## src/hdl/slpcg_pkg.sv

```systemverilog
/*
  constants and types of the sleep mode and clock gating controller.
  assumes a 32-bit AXI4-Lite register bus with 8-bit byte addresses.
*/
package slpcg_pkg;
	// ==========================================
	// register map
	localparam int         ADDR_W      = 8;
	localparam logic [7:0] OFF_SLEEP   = 8'h00;
	localparam logic [7:0] OFF_STOP    = 8'h04;
	localparam logic [7:0] OFF_COMP    = 8'h08;
	localparam logic [7:0] OFF_STATUS  = 8'h0C;
	localparam logic [1:0] RESP_OKAY   = 2'h0;
	localparam logic [1:0] RESP_SLVERR = 2'h2;
	localparam int         ARM_BIT     = 0;
	localparam int         SEL_LSB     = 1;
	localparam int         SEL_MSB     = 3;
	localparam int         COMP_BIT    = 0;
	localparam int         NPERIPH     = 7;
	localparam int         NEXT        = 4;
	localparam int         NRST        = 3;
	localparam int         XTAL_BIT    = 3;
	// ==========================================
	// sleep select codes
	localparam logic [2:0] SEL_IDLE    = 3'h0;
	localparam logic [2:0] SEL_ADCNR   = 3'h1;
	localparam logic [2:0] SEL_PDOWN   = 3'h2;
	localparam logic [2:0] SEL_STBY    = 3'h6;
	// ==========================================
	// clock domain enables: core, flash, io, adc, pll, osc
	localparam int         NDOM        = 6;
	localparam int         DOM_CORE    = 0;
	localparam int         DOM_FLASH   = 1;
	localparam int         DOM_IO      = 2;
	localparam int         DOM_ADC     = 3;
	localparam int         DOM_PLL     = 4;
	localparam int         DOM_OSC     = 5;
	localparam logic [5:0] DOM_ALL     = 6'h3F;
	localparam logic [5:0] DOM_HOLD    = 6'h3C;
	localparam logic [5:0] DOM_IDLE    = 6'h3C;
	localparam logic [5:0] DOM_ADCNR   = 6'h38;
	localparam logic [5:0] DOM_PDOWN   = 6'h00;
	localparam logic [5:0] DOM_STBY    = 6'h20;
	localparam logic [5:0] DOM_START   = 6'h20;
	// ==========================================
	// wake-up timing in cycles
	localparam int          CNT_W      = 16;
	localparam int          HOLD_CYC   = 4;
	localparam int          STBY_RESUME_CYC = 6;
	localparam int          STBY_START_CYC  = STBY_RESUME_CYC - HOLD_CYC;
	localparam logic [15:0] PD_START [4] = '{16'h0010, 16'h0040, 16'h0100, 16'h0400};

	typedef enum logic [1:0] {ST_ACTIVE, ST_SLEEP, ST_STARTUP, ST_HOLD} slpcg_state_type;
endpackage

```

## src/hdl/slpcg_top.sv

```systemverilog
/*
  sleep mode and clock gating controller with AXI4-Lite registers.
  assumes MCLK comes from an always-on source, the core pulses
  SLEEP_INSTR once per sleep instruction, and interrupt inputs are
  already qualified by their enables, except the async EXT_IRQ pins.
*/
// Register access over AXI4-Lite and the address map were decided locally.
//
// Contract
// - sleep only if arm bit set; select picks mode
// - select 000 gives idle: core, flash stopped
// - any enabled interrupt wakes from idle
// - enabled converter starts conversion entering idle/noise
// - select 001: io, core, flash stopped
// - noise mode: timers only on external clocks
// - noise mode wakes on listed sources only
// - select 010 gives power-down: everything stopped
// - power-down wakes on listed sources only
// - power-down wake waits fuse-chosen start-up time
// - select 110 with crystal: standby, oscillator on
// - standby resumes within six cycles
// - interrupt wake holds core four extra cycles
// - register file and memory kept across sleep
// - reset during sleep restarts at reset vector
// - stop bit gates clock and blocks access
// - clearing stop bit resumes peripheral unchanged
// - peripheral stop acts in active and idle
// - comparator off removes comparator wake in idle
`timescale 1ns/1ns
module slpcg_top (
	input  wire logic                         MCLK,
	input  wire logic                         RST,
	input  wire logic [slpcg_pkg::ADDR_W-1:0] AWADDR,
	input  wire logic                         AWVALID,
	output logic                              AWREADY,
	input  wire logic [31:0]                  WDATA,
	input  wire logic [3:0]                   WSTRB,
	input  wire logic                         WVALID,
	output logic                              WREADY,
	output logic [1:0]                        BRESP,
	output logic                              BVALID,
	input  wire logic                         BREADY,
	input  wire logic [slpcg_pkg::ADDR_W-1:0] ARADDR,
	input  wire logic                         ARVALID,
	output logic                              ARREADY,
	output logic [31:0]                       RDATA,
	output logic [1:0]                        RRESP,
	output logic                              RVALID,
	input  wire logic                         RREADY,
	input  wire logic                         SLEEP_INSTR,
	input  wire logic                         IRQ_OTHER,
	input  wire logic                         COMP_IRQ,
	input  wire logic                         ADC_DONE_IRQ,
	input  wire logic                         TIMER_IRQ,
	input  wire logic                         SPM_READY_IRQ,
	input  wire logic                         PSC_IRQ,
	input  wire logic [slpcg_pkg::NEXT-1:0]   EXT_IRQ,
	input  wire logic [slpcg_pkg::NEXT-1:0]   EXT_LEVEL_EN,
	input  wire logic [slpcg_pkg::NRST-1:0]   RESET_SRC,
	input  wire logic                         ADC_ENABLED,
	input  wire logic [3:0]                   CLK_SRC_FUSES,
	output logic                              CORE_CLK_EN,
	output logic                              FLASH_CLK_EN,
	output logic                              IO_CLK_EN,
	output logic                              ADC_CLK_EN,
	output logic                              PLL_CLK_EN,
	output logic                              MAIN_OSC_EN,
	output logic [slpcg_pkg::NPERIPH-1:0]     PERIPH_CLK_EN,
	output logic [slpcg_pkg::NPERIPH-1:0]     PERIPH_IO_BLOCK,
	output logic                              TIMER_EXTCLK_ONLY,
	output logic                              ADC_AUTO_START,
	output logic                              COMP_POWER_OFF,
	output logic                              RESUME_IRQ,
	output logic                              RESUME_RESET,
	output logic                              ASLEEP
);
	import slpcg_pkg::*;

	typedef struct packed {
		slpcg_state_type    state;
		logic [2:0]         mode;
		logic               wake_rst;
		logic               arm;
		logic [2:0]         sel;
		logic [NPERIPH-1:0] stop;
		logic               comp_off;
		logic [NDOM-1:0]    dom;
		logic [NPERIPH-1:0] pclk;
		logic               adc_start;
		logic               go_irq;
		logic               go_rst;
		logic               aw_got;
		logic [ADDR_W-1:0]  aw_addr;
		logic               w_got;
		logic [7:0]         w_data;
		logic               w_en;
		logic               bvalid;
		logic [1:0]         bresp;
		logic               rvalid;
		logic [31:0]        rdata;
		logic [1:0]         rresp;
	} slpcg_regs_type;

	localparam slpcg_regs_type R_INIT = '{state: ST_ACTIVE, dom: DOM_ALL, pclk: '1, default: '0};

	slpcg_regs_type    r;
	slpcg_regs_type    next_r;
	logic [NEXT-1:0]   ext_q;
	logic              tmr_load;
	logic [CNT_W-1:0]  tmr_val;
	logic              tmr_done;
	logic              reset_any;
	logic              ext_lvl;
	logic              wake;

	// ==========================================
	// helpers
	slpcg_sync3 u_sync (
		.mclk (MCLK),
		.rst  (RST),
		.d    (EXT_IRQ),
		.q    (ext_q)
	);

	slpcg_timer u_tmr (
		.mclk (MCLK),
		.rst  (RST),
		.load (tmr_load),
		.val  (tmr_val),
		.done (tmr_done)
	);

	// ==========================================
	// wake sources per mode
	assign reset_any = |RESET_SRC;
	assign ext_lvl = |(ext_q & EXT_LEVEL_EN);

	always_comb begin
		wake = reset_any;
		unique case (r.mode)
			SEL_IDLE: begin
				wake = reset_any || IRQ_OTHER || ADC_DONE_IRQ || TIMER_IRQ
					|| SPM_READY_IRQ || PSC_IRQ || ext_lvl
					|| (COMP_IRQ && !r.comp_off);
			end
			SEL_ADCNR: begin
				wake = reset_any || ADC_DONE_IRQ || TIMER_IRQ
					|| SPM_READY_IRQ || ext_lvl;
			end
			default: begin
				wake = reset_any || PSC_IRQ || ext_lvl;
			end
		endcase
	end

	// ==========================================
	// next state
	always_comb begin
		logic [ADDR_W-1:0] wa;
		logic [ADDR_W-1:0] ra;
		next_r = r;
		wa = {r.aw_addr[ADDR_W-1:2], 2'b00};
		ra = {ARADDR[ADDR_W-1:2], 2'b00};
		tmr_load = 1'b0;
		tmr_val = '0;
		next_r.adc_start = 1'b0;
		next_r.go_irq = 1'b0;
		next_r.go_rst = 1'b0;

		// write channel
		if (AWVALID && AWREADY) begin
			next_r.aw_got = 1'b1;
			next_r.aw_addr = AWADDR;
		end
		if (WVALID && WREADY) begin
			next_r.w_got = 1'b1;
			next_r.w_data = WDATA[7:0];
			next_r.w_en = WSTRB[0];
		end
		if (r.aw_got && r.w_got) begin
			next_r.aw_got = 1'b0;
			next_r.w_got = 1'b0;
			next_r.bvalid = 1'b1;
			next_r.bresp = RESP_OKAY;
			case (wa)
				OFF_SLEEP: begin
					if (r.w_en) begin
						next_r.arm = r.w_data[ARM_BIT];
						next_r.sel = r.w_data[SEL_MSB:SEL_LSB];
					end
				end
				OFF_STOP: begin
					if (r.w_en) begin
						next_r.stop = r.w_data[NPERIPH-1:0];
					end
				end
				OFF_COMP: begin
					if (r.w_en) begin
						next_r.comp_off = r.w_data[COMP_BIT];
					end
				end
				OFF_STATUS: begin
					next_r.bresp = RESP_OKAY;
				end
				default: begin
					next_r.bresp = RESP_SLVERR;
				end
			endcase
		end
		if (r.bvalid && BREADY) begin
			next_r.bvalid = 1'b0;
		end

		// read channel
		if (ARVALID && ARREADY) begin
			next_r.rvalid = 1'b1;
			next_r.rresp = RESP_OKAY;
			case (ra)
				OFF_SLEEP: next_r.rdata = 32'({r.sel, r.arm});
				OFF_STOP: next_r.rdata = 32'(r.stop);
				OFF_COMP: next_r.rdata = 32'(r.comp_off);
				OFF_STATUS: next_r.rdata = 32'({r.state, r.mode});
				default: begin
					next_r.rdata = 32'h0000_0000;
					next_r.rresp = RESP_SLVERR;
				end
			endcase
		end
		if (r.rvalid && RREADY) begin
			next_r.rvalid = 1'b0;
		end

		// sleep sequence
		unique case (r.state)
			ST_ACTIVE: begin
				if (SLEEP_INSTR && r.arm) begin
					next_r.state = ST_SLEEP;
					next_r.mode = r.sel;
					case (r.sel)
						SEL_IDLE, SEL_ADCNR: begin
							next_r.adc_start = ADC_ENABLED;
						end
						SEL_PDOWN: begin
							next_r.mode = SEL_PDOWN;
						end
						SEL_STBY: begin
							if (!CLK_SRC_FUSES[XTAL_BIT]) begin
								next_r.mode = SEL_PDOWN;
							end
						end
						default: begin
							next_r.state = ST_ACTIVE;
							next_r.mode = r.mode;
						end
					endcase
				end
			end
			ST_SLEEP: begin
				if (wake) begin
					next_r.wake_rst = reset_any;
					tmr_load = 1'b1;
					if (r.mode == SEL_IDLE || r.mode == SEL_ADCNR) begin
						next_r.state = ST_HOLD;
						tmr_val = CNT_W'(HOLD_CYC - 1);
					end else if (r.mode == SEL_STBY) begin
						next_r.state = ST_STARTUP;
						tmr_val = CNT_W'(STBY_START_CYC - 1);
					end else begin
						next_r.state = ST_STARTUP;
						tmr_val = PD_START[CLK_SRC_FUSES[1:0]] - 16'h0001;
					end
				end
			end
			ST_STARTUP: begin
				next_r.wake_rst = r.wake_rst || reset_any;
				if (tmr_done) begin
					next_r.state = ST_HOLD;
					tmr_load = 1'b1;
					tmr_val = CNT_W'(HOLD_CYC - 1);
				end
			end
			ST_HOLD: begin
				next_r.wake_rst = r.wake_rst || reset_any;
				if (tmr_done) begin
					next_r.state = ST_ACTIVE;
					next_r.go_irq = !next_r.wake_rst;
					next_r.go_rst = next_r.wake_rst;
				end
			end
		endcase

		// clock domains follow the next state
		unique case (next_r.state)
			ST_ACTIVE: next_r.dom = DOM_ALL;
			ST_HOLD: next_r.dom = DOM_HOLD;
			ST_STARTUP: next_r.dom = DOM_START;
			ST_SLEEP: begin
				case (next_r.mode)
					SEL_IDLE: next_r.dom = DOM_IDLE;
					SEL_ADCNR: next_r.dom = DOM_ADCNR;
					SEL_STBY: next_r.dom = DOM_STBY;
					default: next_r.dom = DOM_PDOWN;
				endcase
			end
		endcase
		next_r.pclk = {NPERIPH{next_r.dom[DOM_IO]}} & ~next_r.stop;
	end

	always_ff @(posedge MCLK) begin
		if (RST) begin
			r <= R_INIT;
		end else begin
			r <= next_r;
		end
	end

	// ==========================================
	// outputs
	assign AWREADY = !r.aw_got && !r.bvalid;
	assign WREADY = !r.w_got && !r.bvalid;
	assign BVALID = r.bvalid;
	assign BRESP = r.bresp;
	assign ARREADY = !r.rvalid;
	assign RVALID = r.rvalid;
	assign RDATA = r.rdata;
	assign RRESP = r.rresp;
	assign CORE_CLK_EN = r.dom[DOM_CORE];
	assign FLASH_CLK_EN = r.dom[DOM_FLASH];
	assign IO_CLK_EN = r.dom[DOM_IO];
	assign ADC_CLK_EN = r.dom[DOM_ADC];
	assign PLL_CLK_EN = r.dom[DOM_PLL];
	assign MAIN_OSC_EN = r.dom[DOM_OSC];
	assign PERIPH_CLK_EN = r.pclk;
	assign PERIPH_IO_BLOCK = r.stop;
	assign TIMER_EXTCLK_ONLY = !r.dom[DOM_IO] && r.dom[DOM_ADC];
	assign ADC_AUTO_START = r.adc_start;
	assign COMP_POWER_OFF = r.comp_off;
	assign RESUME_IRQ = r.go_irq;
	assign RESUME_RESET = r.go_rst;
	assign ASLEEP = (r.state != ST_ACTIVE);
endmodule

```

## src/hdl/slpcg_sync3.sv

```systemverilog
/*
  three-stage synchroniser for the external interrupt lines.
  assumes asynchronous inputs; output changes once stages two and three agree.
*/
`timescale 1ns/1ns
module slpcg_sync3 (
	input  wire logic       mclk,
	input  wire logic       rst,
	input  wire logic [3:0] d,
	output logic      [3:0] q
);
	typedef struct packed {
		logic [3:0] s1;
		logic [3:0] s2;
		logic [3:0] s3;
		logic [3:0] q;
	} slpcg_sync_type;

	slpcg_sync_type r;
	slpcg_sync_type next_r;

	// ==========================================
	// stages
	always_comb begin
		next_r = r;
		next_r.s1 = d;
		next_r.s2 = r.s1;
		next_r.s3 = r.s2;
		next_r.q = ((r.s2 ^ r.s3) & r.q) | (~(r.s2 ^ r.s3) & r.s2);
	end

	always_ff @(posedge mclk) begin
		if (rst) begin
			r <= '0;
		end else begin
			r <= next_r;
		end
	end

	assign q = r.q;
endmodule

```

## src/hdl/slpcg_timer.sv

```systemverilog
/*
  down counter that times the clock start-up and the core hold.
  assumes load pulses come from the controller on the same clock.
*/
`timescale 1ns/1ns
module slpcg_timer (
	input  wire logic        mclk,
	input  wire logic        rst,
	input  wire logic        load,
	input  wire logic [15:0] val,
	output logic             done
);
	typedef struct packed {
		logic [15:0] cnt;
	} slpcg_tmr_type;

	slpcg_tmr_type r;
	slpcg_tmr_type next_r;

	// ==========================================
	// count
	always_comb begin
		next_r = r;
		if (load) begin
			next_r.cnt = val;
		end else if (r.cnt != 16'h0000) begin
			next_r.cnt = r.cnt - 16'h0001;
		end
	end

	always_ff @(posedge mclk) begin
		if (rst) begin
			r <= '0;
		end else begin
			r <= next_r;
		end
	end

	assign done = (r.cnt == 16'h0000);
endmodule

```

## config.mk

```make
export PLATFORM = sky130hd
export DESIGN_NAME = slpcg_top
export DESIGN_NICKNAME = d
export VERILOG_FILES = /design/src/hdl/slpcg_pkg.sv /design/src/hdl/slpcg_top.sv /design/src/hdl/slpcg_sync3.sv /design/src/hdl/slpcg_timer.sv
export SDC_FILE = /design/constraint.sdc
export NUM_CORES = 1
export LEC_CHECK = 0
export ABC_CLOCK_PERIOD_IN_PS = 3900
export BUFFER_PORTS_ARGS = -buffer_cell sky130_fd_sc_hd__clkbuf_2
export CORE_MARGIN = 10
export CORE_UTILIZATION = 54
export DETAILED_ROUTE_END_ITERATION = 8
export GPL_ROUTABILITY_DRIVEN = 0
export GPL_TIMING_DRIVEN = 0
export PLACE_DENSITY = 0.85
export SYNTH_ARGS = -nofsm -noshare
export SYNTH_HDL_FRONTEND = slang
export SYNTH_SLANG_ARGS = --single-unit
```

## constraint.sdc

```tcl
create_clock -name MCLK -period 3.9 [get_ports MCLK]
set_input_delay 1.17 -clock MCLK [delete_from_list [all_inputs] [get_ports MCLK]]
set_output_delay 1.17 -clock MCLK [all_outputs]
set_load 0.005 [all_outputs]
```

; Word level (Yosys, flattened, before mapping)
; Cells that the tools add are included.
; Widths: inputs -> output; s select.
[op_classes]
n_reduce_logical = 60
n_shift = 0
magnitude_cmp = 1
multipliers = 0
bitwise = 14
eq_ne = 20
n_addsub = 2
div = 0
mux = 36
[ops]
columns = cell, n
row1 = $mux 16, 7
row2 = $bmux 16 s2, 1
row3 = $pmux 16 s2, 1
row4 = $sub 16x1->16 const B, 2
row5 = $pmux 7 s4, 1
row6 = $eq 6x2->1 const B, 4
row7 = $pmux 6 s4, 1
row8 = $reduce_or 4->1, 5
row9 = $pmux 6 s3, 1
row10 = $logic_not 16->1, 1
row11 = $reduce_bool 16->1, 1
row12 = $logic_or 1x1->1, 15
row13 = $mux 7, 2
row14 = $and 4x4->4, 3
row15 = $eq 6x1->1 const B, 2
row16 = $logic_not 6->1, 2
row17 = $mux 2, 6
row18 = $logic_and 1x1->1, 11
row19 = $reduce_or 2->1, 5
row20 = $eq 3x1->1 const B, 3
row21 = $eq 3x3->1 const B, 3
row22 = $logic_not 3->1, 3
row23 = $pmux 3 s3, 1
row24 = $eq 2x2->1 const B, 4
row25 = other kinds (23), 48
[word_totals]
input_bits = 82
output_inout_bits = 67
memories = 0
mem_bits_ro = 0
ramBits = 0
latch_bits = 0
ff_bits = 122
word_cells = 160

; Depth between registers and ports, before layout
[depth]
word_depth = 14
depth_mapped = 9
ltp_nobuf = 8

; By module
; From an unflattened synthesis, not the netlist that was laid out.
[unflattened]
hier_cells = 525
hier_area_um2 = 4639.4
[by_module_without_submodules]
columns = module, seq_area_each_um2, cells_each, n_inst, area_per_inst_um2
row1 = slpcg_top, 1181.1, 364, 1, 3158.0
row2 = slpcg_timer, 320.3, 116, 1, 964.7
row3 = slpcg_sync3, 320.3, 45, 1, 516.7

; Worst setup path before layout
; OpenSTA, ideal clock, no wires.
[synth_timing]
path_kind = input port to flip-flop
startpoint = input SLEEP_INSTR
endpoint = register r (netlist bit PERIPH_CLK_EN[6])
required_time_ns = 3.748
arrival_ns = 2.762
cell_stages = 5
n_path_buf = 0
setup_time_ns = 0.152
slack_ns = 0.986
cell_sequence = and3_2 -> or3_2 -> and4_1 -> nor4_1 -> nor3_1
[synth_via]
elab_chain_len = 7
elab_cells_between_ends = 14
classes_between = eq/ne: 5 / mux: 5 / bitwise: 1 / reduce/logical: 3
[synth_lines]
columns = element, line_no
row1 = from (decl), slpcg_top.sv:50  ; input wire logic SLEEP_INSTR,
row2 = $logic_and 1x1->1 (*), slpcg_top.sv:236  ; if (SLEEP_INSTR && r.arm) begin
row3 = $mux 5 (*), slpcg_top.sv:236
row4 = $mux 3, slpcg_top.sv:234  ; unique case (r.state)
row5 = $eq 3x3->1 (tied with other cells), slpcg_top.sv:298  ; case (next_r.mode)
row6 = $pmux 6 s3, slpcg_top.sv:298
row7 = $pmux 6 s4 (*), slpcg_top.sv:293  ; unique case (next_r.state)
row8 = $and 7x7->7 (*), slpcg_top.sv:306  ; next_r.pclk = {NPERIPH{next_r.dom[DOM_IO]}} & ~next_r.stop;
row9 = to (signal assigned), slpcg_top.sv:313  ; r <= next_r;
row10 = to (decl), slpcg_top.sv:106  ; slpcg_regs_type r;
; Mark *: on every way between the ends. The rest lies on a longest branch, timed or not.
; A chain may end at the register's enable or synchronous reset.

; Worst setup path after layout
[layout_timing]
startpoint = input RESET_SRC[1] in the netlist's numbering
endpoint = register r (netlist bit PERIPH_CLK_EN[6])
[layout_via]
elab_chain_len = 14
elab_cells_between_ends = 23
classes_between = eq/ne: 3 / mux: 4 / bitwise: 1 / reduce/logical: 15
[layout_lines]
columns = element, line_no
row1 = from (decl), slpcg_top.sv:59  ; input wire logic [slpcg_pkg::NRST-1:0] RESET_SRC,
row2 = $reduce_or 3->1 (*), slpcg_top.sv:135  ; assign reset_any = |RESET_SRC;
row3 = $logic_or 1x1->1 (3 in series), slpcg_top.sv:142  ; wake = reset_any || IRQ_OTHER || ADC_DONE_IRQ || TIMER_IRQ
row4 = $logic_or 1x1->1 (3 in series), slpcg_top.sv:143  ; || SPM_READY_IRQ || PSC_IRQ || ext_lvl
row5 = $logic_or 1x1->1, slpcg_top.sv:144  ; || (COMP_IRQ && !r.comp_off);
row6 = $pmux 1 s2 (*), slpcg_top.sv:140  ; unique case (r.mode)
row7 = $mux 2 (*), slpcg_top.sv:259  ; if (wake) begin
row8 = $pmux 2 s4 (*), slpcg_top.sv:234
row9 = $eq 2x1->1 (tied with other cells), slpcg_top.sv:293
row10 = $pmux 6 s4 (*), slpcg_top.sv:293
row11 = $and 7x7->7 (*), slpcg_top.sv:306
; Marks and branches as above.

==> run summary <==
Die Ht -> 110 um
# DRC -> 0
switching portion of total power -> 33.3%
Cells after Synth -> 493
area share of the largest cell type after synthesis -> 41.9%
area delta synth->final -> 19.1%
Peak VDD IR -> 0.268 mV
setup_tns -> 0 ns
Post-DRT Antenna Nets -> 0
GRT Total Usage -> 17.5%
Post-DP Area -> 5010 um^2
mux contribution to synthesized area -> 6.55%
Layout Skew -> 0.00345 ns
combinational family with the most area after synthesis -> simple AND/OR/NAND/NOR gates
Tmin final -> 3.39 ns
Reg2Reg Setup Slack -> 0.62 ns
DP Wirelength -> 8610 um
Crit Path Max Fanout -> 7
setup repair bufs after CTS -> 0
Initial Util -> 56.0%
Worst path depth -> 7
async set or reset register ratio after synthesis -> 0%
routed wire length -> 10900 um
Synth Cell Area -> 4350 um^2
final hold slack -> 0.447 ns
Reg clk slew, reported paths -> 0.09 ns
Yosys Warn Count -> 0
CTS resizes -> 0
die span in x -> 110 um
critical path's slowest cell -> nor4_1
Adder-Cell Fraction of Synth Area -> 2.01%
Post-CTS Hold Buffers -> 0
WL per Instance -> 15.1 um
worst hold path type -> reg -> reg
FMAX -> 0.295 GHz
Setup crit end -> PERIPH_CLK_EN[6]$_SDFF_PP1_
largest net degree at the start of global routing -> 16
Post-synth EDFFs -> 0
post-synth top area cell -> dfxtp_1
Seq pwr share -> 46.4%
final hold viol count -> 0
Crit path required time -> 4.09 ns
post-synthesis compound-gate area fraction -> 13.0%
Pwr Total -> 2.41 mW
Simple-Gate Fraction of Synth Area -> 22.1%
Main synth FF type -> dfxtp_1
n_diodes -> 0
max incr delay on CP -> 1.11 ns
most frequent cell on the critical path -> nor3_1
CTS root buffer -> clkbuf_8
global-route wire length before repair -> 17100 um
Setup crit start kind -> input port
Critical Path End Type -> register
clock sinks -> 91
clk buf depth -> 2
clock latency on the worst-skew pair -> 0.35 ns
count of input and output buffers -> 86
xor/xnor share of the synthesized area -> 2.41%
final worst path period share -> 87.0%
actual slew at the worst max-slew pin -> 1.33 ns
reg2reg path depth -> 8
Post-Syn Area per Cell -> 8.83 um^2
crit path buf inv count -> 1
Final Setup Violations -> 0
Critical R2R Capture -> PERIPH_CLK_EN[6]$_SDFF_PP1_
nets -> 705
vias -> 3818
sequential share of the synthesized area -> 41.9%
area of the die -> 12100 um^2
layout cells sized above 1 -> 29.0%
Initial DRC Count -> 219
vias in the first global route -> 3639
initial antenna violation count -> 0
combinational share of power -> 29.8%
Worst setup startpoint -> RESET_SRC[1]
num ports -> 149
crit path kind -> in -> reg
WP data arrival -> 3.58 ns
post-DR vias/cell -> 5.28
cell total after placement -> 707
synth cell count leaders -> 91 x dfxtp_1, 57 x nor2_1, 52 x buf_4
H-tree depth -> 3
unrepaired setup endpoints after global routing -> false
worst path cell trace -> clkbuf_2 > nor3_1 > nand3_1 > nor3b_1 > o22ai_1 > nor4_1 > nor3_1
fin area -> 5190 um^2
Final Max Tran Viols -> 0
clock share of power -> 23.9%
CTS Buf Count -> 9
Power per Cell Area -> 464 nW/um^2
top post-synthesis cells by area -> dfxtp_1 42%, buf_4 9.0%, mux2i_1 5.5%
Int Pwr -> 1.61 mW
Synth Register Bits -> 91
status -> finished clean
Initial DRT Pass Iterations -> 5
CTS tree -> yes
core area -> 7770 um^2
Post-Layout Cell Count -> 723
Yosys cell types -> 61
row count -> 32
max cap viols -> 0
Slew HR -> 10.7%
sw power -> 801 uW
GR Overflow Total -> 0
CP delay by family, top -> simple AND/OR/NAND/NOR gates
Leak Pwr -> 2.31 nW
top-count cell post-synth -> dfxtp_1
Critical R2R Launch -> r[89]$_SDFF_PP0_
## worst register-to-register path: stages, from the launching register on
cell and delay (ns):
dfxtp_1 0.48, inv_1 0.15, ha_1 0.22, clkbuf_8 0.16
and3_2 0.23, or3_2 0.47, and4_1 0.24, nor4_1 1.06
nor3_1 0.12
## through the flow
| step | utilization, % | setup WS, ns |
|---|---|---|
| global route | 66.8 | 0.373 |
| detailed placement | 64.5 | 0.173 |
| finish | 66.8 | 0.507 |
| CTS | 66.8 | 0.538 |
| floorplan | - | 0.986 |
| global placement | 64.5 | 0.284 |
## layout make-up
| class | count | area, um^2 |
|---|---|---|
| clock inverter | 6 | 40.0 |
| buffer | 71 | 484 |
| tap | 102 | 128 |
| multi-input combinational | 347 | 2110 |
| sequential | 91 | 1820 |
| inverter | 10 | 37.5 |
| fill | 648 | 2580 |
| timing repair buffer | 86 | 430 |
| clock buffer | 10 | 138 |
## how the worst min path moves through the flow
| stage | end | from | depth (start not counted) |
|---|---|---|---|
| detailed placement | u_sync.next_r[7]$_SDFF_PP0_ | u_sync.next_r[11]$_SDFF_PP0_ | 1 |
| finish | u_sync.next_r[7]$_SDFF_PP0_ | u_sync.next_r[11]$_SDFF_PP0_ | 1 |
| global route | u_sync.next_r[4]$_SDFF_PP0_ | u_sync.next_r[8]$_SDFF_PP0_ | 1 |
| global placement | u_sync.next_r[6]$_SDFF_PP0_ | u_sync.next_r[10]$_SDFF_PP0_ | 1 |
| floorplan | u_sync.next_r[4]$_SDFF_PP0_ | u_sync.next_r[8]$_SDFF_PP0_ | 1 |
| CTS | u_sync.next_r[7]$_SDFF_PP0_ | u_sync.next_r[11]$_SDFF_PP0_ | 1 |
## layer usage
layer	GRT usage (%)	routed length, um	up-vias	part of all wire [%]
li1	-	-	1875	-
met1	20.9	4460	1768	41
met2	28.8	5310	154	49
met3	5.38	927	21	8.5
met4	6.41	229	0	2.1
met5	0	0	-	0
## registers in the layout, summed over array words and instances, names as in the netlist, 4 cells and up, named ones only
register         count
u_sync.next_r        8
RDATA                7
r                   26
PERIPH_CLK_EN        7
u_tmr.r             16
PERIPH_IO_BLOCK      7
u_sync.r             4
## power groups by stage
stage,Combinational (mW),Sequential (mW),Clock (mW)
after floorplan,0.571,1.10,0
after global placement,0.675,1.12,0
after detailed placement,0.703,1.13,0
after CTS,0.710,1.11,0.585
after global routing,0.796,1.13,0.632
final,0.716,1.12,0.574
## cell families (layout without fill, tap and decap cells)
family / Yosys count / in the layout
other cells: 1 / 27
flops: 91 / 91
compound gates: 82 / 82
simple gates: 192 / 192
buf+inv: 81 / 183
fa+ha+maj: 7 / 7
xor+xnor: 12 / 12
mux: 27 / 27
## cells in the final DEF (no fill, tap or decap), types with 4 or more instances in the layout
cell      count
dfxtp_1      91
clkbuf_2     87
nor2_1       57
buf_4        52
nand2_1      39
a21oi_1      31
conb_1       27
mux2i_1      24
nor3_1       23
nor2b_1      18
clkbuf_1     13
o21ai_0      12
clkbuf_8     12
inv_1        10
a22oi_1      10
nor4_1        9
xor2_1        9
nand3_1       8
ha_1          7
nand2b_1      5
or4_1         4
nor3b_1       4
(Power assumes the default switching activity.)
